===== src/verilog/irq_queue_pkg.sv =====
// Purpose: constants shared by the event status and queue sizing logic
// Assumes: Wishbone slave with 32-bit data, register byte address = 4 x index
// Notes: registers hold 16 bits in the low half of the word
package irq_queue_pkg;
	localparam int ADR_W = 8;
	localparam int DAT_W = 32;
	localparam int REG_W = 16;
	localparam int IDX_W = 6;
	localparam int ADDR_W = 24;
	localparam int WORDS_W = 11;
	localparam int EVENT_BITS = 14;

	// register indices
	localparam logic [IDX_W-1:0] IDX_QUEUE_SIZE = 6'h36;
	localparam logic [IDX_W-1:0] IDX_EVENT_STATUS = 6'h38;
	localparam logic [IDX_W-1:0] IDX_EVENT_MASK = 6'h3a;

	// reset values and writable bits
	localparam logic [REG_W-1:0] QUEUE_SIZE_RESET = 16'h0000;
	localparam logic [REG_W-1:0] QUEUE_SIZE_WMASK = 16'h80ff;
	localparam logic [REG_W-1:0] EVENT_MASK_RESET = 16'hffff;

	// queue size fields
	localparam int CI_LSB = 0;
	localparam int MON_LSB = 2;
	localparam int LINE_LSB = 5;
	localparam int TIMEBASE_SEL_BIT = 15;
	localparam logic [WORDS_W-1:0] CI_UNIT_WORDS = 11'h040;
	localparam logic [WORDS_W-1:0] QUEUE_UNIT_WORDS = 11'h080;
	localparam logic [ADDR_W-1:0] QUEUE_AREA_OFFSET = 24'h000100;
	localparam logic [7:0] BASE_LOW_BYTE = 8'h00;
	localparam logic [15:0] FAULT_LIMIT = 16'h00ff;

	// event flag positions
	localparam int EV_LINE = 0;
	localparam int EV_CI_RX = 1;
	localparam int EV_MON_RX = 2;
	localparam int EV_MON_TX = 3;
	localparam int EV_CIRC = 4;
	localparam int EV_RX_WARN = 5;
	localparam int EV_RX_OVL = 6;
	localparam int EV_TX_WARN = 7;
	localparam int EV_TX_OVL = 8;
	localparam int EV_EV_WARN = 9;
	localparam int EV_EV_OVL = 10;
	localparam int EV_TIMER = 11;
	localparam int EV_SEQ = 12;
	localparam int EV_FAULT = 13;

	typedef enum logic [1:0] {
		BUS_IDLE = 2'b01,
		BUS_ACK = 2'b10
	} bus_state_t;
endpackage


===== src/verilog/event_flag_if.sv =====
`timescale 1ns/1ps
// Purpose: carries set pulses, clear request and flags between modules
// Assumes: one clock domain
// Notes: keeper side owns the flags
interface event_flag_if #(parameter int W = 14);
	logic [W-1:0] set_pulse;
	logic clear_all;
	logic [W-1:0] flags;
	modport keeper(input set_pulse, input clear_all, output flags);
	modport user(output set_pulse, output clear_all, input flags);
endinterface


===== src/verilog/event_flags.sv =====
`timescale 1ns/1ps
// Purpose: sticky event flags with a common clear
// Assumes: set and clear are one-cycle requests on i_clk
// Notes: a set in the clearing cycle survives the clear
module event_flags #(
	parameter int W = 14
) (
	input wire logic i_clk,
	input wire logic i_reset_n,
	event_flag_if.keeper flag_bus
);
	// ----------------------------------------
	// flag cells
	// ----------------------------------------
	for (genvar i = 0; i < W; i++) begin : g_flag
		logic flag_q;
		// set is applied after clear so an event is never lost
		always_ff @(posedge i_clk or negedge i_reset_n) begin
			if (!i_reset_n) begin
				flag_q <= 1'b0;
			end else if (flag_bus.set_pulse[i]) begin
				flag_q <= 1'b1;
			end else if (flag_bus.clear_all) begin
				flag_q <= 1'b0;
			end
		end
		assign flag_bus.flags[i] = flag_q;

	end
endmodule


===== src/verilog/irq_queue_status.sv =====
`timescale 1ns/1ps
// Purpose: queue sizing, time base select and clear-on-read event status
// Assumes: event inputs are one-cycle or level requests on i_clk
// Notes: all registers answer one cycle after the request is seen
module irq_queue_status
	import irq_queue_pkg::*;
#(
	parameter int TX_CH = 32,
	parameter int RX_CH = 32,
	parameter int CI_CH = 16,
	parameter int MON_CH = 16,
	parameter int FIFO_DEPTH = 32,
	parameter int LVL_W = $clog2(FIFO_DEPTH + 1)
) (
	input wire logic i_clk,
	input wire logic i_reset_n,
	input wire logic i_wb_cyc,
	input wire logic i_wb_stb,
	input wire logic i_wb_we,
	input wire logic [irq_queue_pkg::ADR_W-1:0] i_wb_adr,
	input wire logic [irq_queue_pkg::DAT_W-1:0] i_wb_dat,
	input wire logic [3:0] i_wb_sel,
	output logic [irq_queue_pkg::DAT_W-1:0] o_wb_dat,
	output logic o_wb_ack,
	input wire logic [TX_CH-1:0] i_line_tx_event,
	input wire logic [RX_CH-1:0] i_line_rx_event,
	input wire logic [CI_CH-1:0] i_ci_rx_event,
	input wire logic [MON_CH-1:0] i_monitor_rx_event,
	input wire logic [MON_CH-1:0] i_monitor_tx_channel_flags,
	input wire logic [2:0] i_queue_full,
	input wire logic [LVL_W-1:0] i_rx_fifo_level,
	input wire logic [LVL_W-1:0] i_tx_fifo_level,
	input wire logic [LVL_W-1:0] i_event_fifo_level,
	input wire logic i_timer_event,
	input wire logic i_sequence_recovered,
	input wire logic [15:0] i_fault_count,
	input wire logic i_frame_sync,
	input wire logic i_mclk,
	input wire logic [15:0] i_initiate_block_base,
	output logic o_interrupt_output_pin,
	output logic o_timebase_tick,
	output logic [irq_queue_pkg::ADDR_W-1:0] o_line_status_queue_base,
	output logic [irq_queue_pkg::WORDS_W-1:0] o_line_status_queue_words,
	output logic [irq_queue_pkg::ADDR_W-1:0] o_monitor_queue_base,
	output logic [irq_queue_pkg::WORDS_W-1:0] o_monitor_queue_words,
	output logic [irq_queue_pkg::ADDR_W-1:0] o_ci_queue_base,
	output logic [irq_queue_pkg::WORDS_W-1:0] o_ci_queue_words
);
	import irq_queue_pkg::*;

	localparam logic [LVL_W-1:0] WARN_LEVEL = LVL_W'((FIFO_DEPTH * 3) / 4);
	localparam logic [LVL_W-1:0] FULL_LEVEL = LVL_W'(FIFO_DEPTH);

	// ----------------------------------------
	// bus slave
	// ----------------------------------------
	bus_state_t state_q;
	logic req_new;
	logic [IDX_W-1:0] idx;
	logic hit_qs;
	logic hit_es;
	logic hit_mask;
	logic [REG_W-1:0] queue_size_q;
	logic [REG_W-1:0] event_mask_q;
	logic [REG_W-1:0] lane_mask;
	logic seen_qs_write_q;
	event_flag_if #(.W(EVENT_BITS)) ev_bus();

	// a request is taken once, in the idle state
	assign req_new = i_wb_cyc && i_wb_stb && (state_q == BUS_IDLE);
	assign idx = i_wb_adr[ADR_W-1:2];
	assign hit_qs = (idx == IDX_QUEUE_SIZE);
	assign hit_es = (idx == IDX_EVENT_STATUS);
	assign hit_mask = (idx == IDX_EVENT_MASK);
	assign lane_mask = {{8{i_wb_sel[1]}}, {8{i_wb_sel[0]}}};
	assign o_wb_ack = (state_q == BUS_ACK);

	// ack always follows one cycle later, then drops
	always_ff @(posedge i_clk or negedge i_reset_n) begin
		if (!i_reset_n) begin
			state_q <= BUS_IDLE;
		end else begin
			unique case (state_q)
				BUS_IDLE: begin
					if (i_wb_cyc && i_wb_stb) begin
						state_q <= BUS_ACK;
					end
				end
				BUS_ACK: begin
					state_q <= BUS_IDLE;
				end
				default: begin
					state_q <= BUS_IDLE;
				end
			endcase
		end
	end

	// read data captured with the request; unmapped reads give zero
	always_ff @(posedge i_clk or negedge i_reset_n) begin
		if (!i_reset_n) begin
			o_wb_dat <= '0;
		end else if (req_new && !i_wb_we) begin
			if (hit_qs) begin
				o_wb_dat <= {16'h0000, queue_size_q};
			end else if (hit_es) begin
				o_wb_dat <= {16'h0000, 2'b00, ev_bus.flags};
			end else if (hit_mask) begin
				o_wb_dat <= {16'h0000, event_mask_q};
			end else begin
				o_wb_dat <= '0;
			end
		end
	end

	// queue size register, unused bits held at zero
	always_ff @(posedge i_clk or negedge i_reset_n) begin
		if (!i_reset_n) begin
			queue_size_q <= QUEUE_SIZE_RESET;
		end else if (req_new && i_wb_we && hit_qs) begin
			queue_size_q <= ((i_wb_dat[REG_W-1:0] & lane_mask) | (queue_size_q & ~lane_mask))
				& QUEUE_SIZE_WMASK;
		end
	end

	// helper: remembers whether software has touched the size register
	always_ff @(posedge i_clk or negedge i_reset_n) begin
		if (!i_reset_n) begin
			seen_qs_write_q <= 1'b0;
		end else if (req_new && i_wb_we && hit_qs) begin
			seen_qs_write_q <= 1'b1;
		end
	end

	// mask register, a one blocks that flag from the output
	always_ff @(posedge i_clk or negedge i_reset_n) begin
		if (!i_reset_n) begin
			event_mask_q <= EVENT_MASK_RESET;
		end else if (req_new && i_wb_we && hit_mask) begin
			event_mask_q <= (i_wb_dat[REG_W-1:0] & lane_mask) | (event_mask_q & ~lane_mask);
		end
	end

	// ----------------------------------------
	// queue sizes and placement
	// ----------------------------------------
	logic [1:0] ci_queue_size_field;
	logic [2:0] monitor_queue_size_field;
	logic [2:0] line_status_queue_size_field;
	logic timebase_frame_sync_select;
	logic [WORDS_W-1:0] ci_words;
	logic [WORDS_W-1:0] mon_words;
	logic [WORDS_W-1:0] line_words;
	logic [ADDR_W-1:0] initiate_block_base;
	logic [ADDR_W-1:0] line_base;
	logic [ADDR_W-1:0] mon_base;

	assign ci_queue_size_field = queue_size_q[CI_LSB +: 2];
	assign monitor_queue_size_field = queue_size_q[MON_LSB +: 3];
	assign line_status_queue_size_field = queue_size_q[LINE_LSB +: 3];
	assign timebase_frame_sync_select = queue_size_q[TIMEBASE_SEL_BIT];

	// sizes grow in equal steps from the smallest code
	assign ci_words = WORDS_W'(CI_UNIT_WORDS * (WORDS_W'(ci_queue_size_field) + 11'h001));
	assign mon_words = WORDS_W'(QUEUE_UNIT_WORDS * (WORDS_W'(monitor_queue_size_field) + 11'h001));
	assign line_words = WORDS_W'(QUEUE_UNIT_WORDS * (WORDS_W'(line_status_queue_size_field) + 11'h001));

	// queues sit end to end above the initiate block
	assign initiate_block_base = {i_initiate_block_base, BASE_LOW_BYTE};
	assign line_base = initiate_block_base + QUEUE_AREA_OFFSET;
	assign mon_base = line_base + ADDR_W'(line_words);

	// placement outputs registered so downstream sees clean values
	always_ff @(posedge i_clk or negedge i_reset_n) begin
		if (!i_reset_n) begin
			o_line_status_queue_base <= '0;
			o_line_status_queue_words <= '0;
			o_monitor_queue_base <= '0;
			o_monitor_queue_words <= '0;
			o_ci_queue_base <= '0;
			o_ci_queue_words <= '0;
		end else begin
			o_line_status_queue_base <= line_base;
			o_line_status_queue_words <= line_words;
			o_monitor_queue_base <= mon_base;
			o_monitor_queue_words <= mon_words;
			o_ci_queue_base <= mon_base + ADDR_W'(mon_words);
			o_ci_queue_words <= ci_words;
		end
	end

	// ----------------------------------------
	// time base
	// ----------------------------------------
	logic frame_sync_q;
	logic mclk_q;

	// edge detect on sampled inputs; one tick per rising edge of the selected source
	always_ff @(posedge i_clk or negedge i_reset_n) begin
		if (!i_reset_n) begin
			frame_sync_q <= 1'b0;
			mclk_q <= 1'b0;
			o_timebase_tick <= 1'b0;
		end else begin
			frame_sync_q <= i_frame_sync;
			mclk_q <= i_mclk;
			if (timebase_frame_sync_select) begin
				o_timebase_tick <= i_frame_sync && !frame_sync_q;
			end else begin
				o_timebase_tick <= i_mclk && !mclk_q;
			end
		end
	end

	// ----------------------------------------
	// event sources
	// ----------------------------------------
	logic [MON_CH-1:0] mon_tx_prev_q;
	logic rx_warn_q;
	logic rx_full_q;
	logic tx_warn_q;
	logic tx_full_q;
	logic ev_warn_q;
	logic ev_full_q;
	logic fault_hit_q;
	logic rx_warn;
	logic rx_full;
	logic tx_warn;
	logic tx_full;
	logic ev_warn;
	logic ev_full;
	logic fault_hit;

	assign rx_warn = (i_rx_fifo_level >= WARN_LEVEL);
	assign rx_full = (i_rx_fifo_level >= FULL_LEVEL);
	assign tx_warn = (i_tx_fifo_level >= WARN_LEVEL);
	assign tx_full = (i_tx_fifo_level >= FULL_LEVEL);
	assign ev_warn = (i_event_fifo_level >= WARN_LEVEL);
	assign ev_full = (i_event_fifo_level >= FULL_LEVEL);
	assign fault_hit = (i_fault_count == FAULT_LIMIT);

	// previous states so each level crossing raises its flag once
	always_ff @(posedge i_clk or negedge i_reset_n) begin
		if (!i_reset_n) begin
			mon_tx_prev_q <= '0;
			rx_warn_q <= 1'b0;
			rx_full_q <= 1'b0;
			tx_warn_q <= 1'b0;
			tx_full_q <= 1'b0;
			ev_warn_q <= 1'b0;
			ev_full_q <= 1'b0;
			fault_hit_q <= 1'b0;
		end else begin
			mon_tx_prev_q <= i_monitor_tx_channel_flags;
			rx_warn_q <= rx_warn;
			rx_full_q <= rx_full;
			tx_warn_q <= tx_warn;
			tx_full_q <= tx_full;
			ev_warn_q <= ev_warn;
			ev_full_q <= ev_full;
			fault_hit_q <= fault_hit;
		end
	end

	// set requests; the status register itself is never a write target
	always_comb begin
		ev_bus.set_pulse = '0;
		ev_bus.set_pulse[EV_LINE] = |i_line_tx_event || |i_line_rx_event;
		ev_bus.set_pulse[EV_CI_RX] = |i_ci_rx_event;
		ev_bus.set_pulse[EV_MON_RX] = |i_monitor_rx_event;
		ev_bus.set_pulse[EV_MON_TX] = |(i_monitor_tx_channel_flags & ~mon_tx_prev_q);
		ev_bus.set_pulse[EV_CIRC] = |i_queue_full;
		ev_bus.set_pulse[EV_RX_WARN] = rx_warn && !rx_warn_q;
		ev_bus.set_pulse[EV_RX_OVL] = rx_full && !rx_full_q;
		ev_bus.set_pulse[EV_TX_WARN] = tx_warn && !tx_warn_q;
		ev_bus.set_pulse[EV_TX_OVL] = tx_full && !tx_full_q;
		ev_bus.set_pulse[EV_EV_WARN] = ev_warn && !ev_warn_q;
		ev_bus.set_pulse[EV_EV_OVL] = ev_full && !ev_full_q;
		ev_bus.set_pulse[EV_TIMER] = i_timer_event;
		ev_bus.set_pulse[EV_SEQ] = i_sequence_recovered;
		ev_bus.set_pulse[EV_FAULT] = fault_hit && !fault_hit_q;
	end

	// clear on the same edge that captures the read data
	assign ev_bus.clear_all = req_new && !i_wb_we && hit_es;

	event_flags #(.W(EVENT_BITS)) u_flags (
		.i_clk(i_clk),
		.i_reset_n(i_reset_n),
		.flag_bus(ev_bus.keeper)
	);

	// ----------------------------------------
	// interrupt output
	// ----------------------------------------
	always_ff @(posedge i_clk or negedge i_reset_n) begin
		if (!i_reset_n) begin
			o_interrupt_output_pin <= 1'b0;
		end else begin
			o_interrupt_output_pin <= |(ev_bus.flags & ~event_mask_q[EVENT_BITS-1:0]);
		end
	end
endmodule


===== config.mk =====
export PLATFORM = sky130hd
export DESIGN_NAME = irq_queue_status
export DESIGN_NICKNAME = d
export VERILOG_FILES = /design/src/verilog/irq_queue_pkg.sv /design/src/verilog/event_flag_if.sv /design/src/verilog/event_flags.sv /design/src/verilog/irq_queue_status.sv
export SDC_FILE = /design/constraint.sdc
export NUM_CORES = 1
export LEC_CHECK = 0
export BUFFER_PORTS_ARGS = -buffer_cell sky130_fd_sc_hd__buf_4
export CAP_MARGIN = 10
export CORE_AREA = 2 2 139 141
export DETAILED_ROUTE_END_ITERATION = 10
export DIE_AREA = 0 0 141 143
export PLACE_DENSITY_LB_ADDON = 0.15
export SLEW_MARGIN = 25
export SYNTH_ARGS = -nofsm -noshare
export SYNTH_HDL_FRONTEND = slang
export SYNTH_HIERARCHICAL = 1
export SYNTH_SLANG_ARGS = --single-unit

===== constraint.sdc =====
create_clock -name i_clk -period 4.06 [get_ports i_clk]
set_input_delay 0.203 -clock i_clk [delete_from_list [all_inputs] [get_ports i_clk]]
set_output_delay 0.203 -clock i_clk [all_outputs]
set_load 0.03 [all_outputs]

==> results.cfg <==
[status]
status = completed

[final_layout]
design_area_um2 = 10000
syn_to_final_growth_pct = 38.6
seqCellArea_um2 = 3620
layout-drive-gt1-share_pct = 38.9
layout.nets = 1178
multi_input_area_um2 = 2970
num_antenna_cells = 0
fin_cells = 1194
fillers = 1669
utilization_pct = 54.0

[sta]
setup_violations = 0
finalHoldViolCount = 0
worst_pin_slew_ns = 0.812
clock.fmax_ghz = 0.311
hold_ws_ns = 0.0121
rsz0062_at_grt = false
drv_slew = 0
period_share_pct = 79.2
finClkSkew_ns = 0.0123
min_period_ns = 3.21
finalSetupTns_ns = 0
fin_ws_ns = 0.845
relSlewSlack_pct = 45.7

[clock_tree]
clk-insertion-delay-late_ns = 0.43
cts_tree = built
cts_resized = 0
cts_setup_buffers = 0
cts_inserted_buffers = 17
cts.sinks = 144
clockBufferDepth = 2
clk_pin_slew_worst_paths_ns = 0.07
h-tree-depth = 4
clock-root-buffer = clkbuf_16

[power]
powerDensity_nw_per_um2 = 368
p_int_mw = 2.64
peakVddDrop_mv = 0.283
clockPowerShare_pct = 39.7
p_total_mw = 3.70
seqPwrFrac_pct = 41.7
p_sw_share_pct = 28.5
combPwrFrac_pct = 18.7
p_leak_nw = 4.81
switching_power_mw = 1.05

[setup_path]
worstPathMaxFanout = 5
crit_path_start_kind = register
crit_type = register to register
crit_arrival_ns = 3.52
cp-end-kind = register
worstPathRequired_ns = 4.36

[route]
drt-wirelength-per-cell_um = 16.2
drt_wl_total_mm = 19.3
routed_via_density = 4.73
vias = 5647
drt_drc_violations_left = 0
drt_pass1_iterations = 4
drt_iter0_markers = 285
postRouteAntennaNets = 0

[logic_synthesis]
synth_area_leaders = dfrtp_1, buf_4, dfstp_2
synth_enable_flop_cells = 0
synth_top_area_cell = dfrtp_1
yosysSeqAreaShare_pct = 50.0
synthFlopType = dfrtp_1
yosysWarningCount = 6
synth_top_area_share_pct = 43.9
ys_ff_latch = 144
mappedNetlistArea_um2 = 7250
synth_cell_types = 77
syn_area_per_cell_um2 = 11.0
async_flop_share_pct = 100
synth_cells = 657

[placement]
hpwl_mm = 14.9
post-place-cells = 1129
pre_cts_ws_ns = 0.838
gp_congestion = 0.802
io_buffers = 268
place_area_um2 = 9160

[die]
io_pins = 358
initial_core_util_pct = 39.0
num_rows = 50
die_w_um = 141
coreArea_um2 = 18600
chipHeight_um = 143
dieArea_um2 = 20200

[run]
drv_cap = 0

[global_routing]
track_usage_pct = 19.6
grt_pass1_vias = 5728
grt_max_degree = 79
overflow = 0
antenna_found_initial = 0
grt_pass1_wl_mm = 30.5

[worst_hold_path]
holdCritPathClass = primary input to register
[cell type report]
cell class,count,share of cell area [%]
tap,234,2.92
clock buffer,20,4.35
clock inverter,11,1.10
timing repair buffer,307,23.8
sequential,144,36.1
multi-input combinational,421,29.6
inverter,57,2.13
[per-layer routing]
metal | GRT usage, % | part of all wire, %
met5 | 0 | 0
met4 | 6.84 | 1.4
met3 | 4.02 | 5.8
met2 | 28.8 | 43
met1 | 28.9 | 49
[path summary, 6_finish.rpt]
path                       slack, ns             endpoint  depth (start not counted)          from
max in group asynchronous       2.70            async pin                          3     i_reset_n
hold / removal                  0.01             register                          2  i_wb_dat[11]
min in group asynchronous       0.36            ev_full_q                          2     i_reset_n
setup / recovery                0.85  o_ci_queue_base[21]                         13      register
hold reg to reg                 0.47         o_wb_dat[10]                          2  o_wb_dat[10]
setup reg to reg                0.85  o_ci_queue_base[21]                         13      register
[what timing repair did]
item | 4_1_cts | 5_1_grt
hold buffers | 34 | 0
endpoints found under the setup margin | 0 | 0
endpoints found under the hold margin | 95 | 0
[placed cells by master, fill, tap and decap left out, types with 4 or more instances in the layout]
cell	netlist	routed
conb_1	1	60
dfrtp_1	127	127
mux2_2	17	17
nor2b_1	12	12
a21o_2	5	5
nand2b_1	7	7
clkbuf_16	0	17
a21oi_1	5	5
nor4_1	34	33
nand2_1	31	31
o22ai_1	9	9
inv_1	56	56
nor2_1	15	15
dlygate4sd3_1	0	34
a221oi_1	6	6
nor3_1	11	11
xor2_1	12	12
o21ai_0	21	21
nand3_1	16	16
a31o_2	4	4
and3_1	6	6
a21o_1	15	15
dfstp_2	17	17
buf_4	78	272
xnor2_1	25	25
a22oi_1	23	23
ha_1	11	11
nand4_1	15	15
[cell families (layout without fill, tap and decap cells)]
family,after synthesis,after routing,synth area share (%)
AO/OA/AOI/OAI,111,111,11.6
XOR/XNOR,43,43,5.97
adder cells (fa/ha/maj),12,12,2.18
buffers and inverters,151,395,12.1
flip-flops,144,144,50.0
multiplexers,17,17,2.64
other,1,60,0.0518
AND/OR/NAND/NOR,178,178,15.5
[critical path, cell delays in order (launching register included)]
cell and delay [ns]:
dfrtp_1 0.42, ha_1 0.24, xor2_2 0.27, xor2_2 0.14
ha_1 0.23, a21oi_2 0.21, xnor2_1 0.12, ha_1 0.33
o21ai_0 0.12, nand2b_1 0.18, nand3b_4 0.12, nor4_4 0.38
nand4_1 0.17, xnor2_1 0.15
[power by group through the flow]
stage                     Combinational, mW  Sequential (mW)  Clock, mW
after floorplan                       0.291             1.66          0
after global placement                0.662             1.56          0
after detailed placement              0.662             1.56          0
after CTS                             0.694             1.54       1.50
after global routing                  0.744             1.55       1.56
final                                 0.689             1.54       1.47
[cells in the mapped netlist (6+ instances only)]
| cell | instances |
|---|---|
| dfrtp_1 | 127 |
| buf_4 | 78 |
| inv_1 | 56 |
| nor4_1 | 34 |
| nand2_1 | 31 |
| xnor2_1 | 25 |
| a22oi_1 | 23 |
| o21ai_0 | 21 |
| dfstp_2 | 17 |
| mux2_2 | 17 |
| nand3_1 | 16 |
| a21o_1 | 15 |
| nand4_1 | 15 |
| nor2_1 | 15 |
| nor2b_1 | 12 |
| xor2_1 | 12 |
| clkbuf_1 | 11 |
| ha_1 | 11 |
| nor3_1 | 11 |
| o22ai_1 | 9 |
| nand2b_1 | 7 |
| a221oi_1 | 6 |
| and3_1 | 6 |
(Power assumes the default switching activity.)
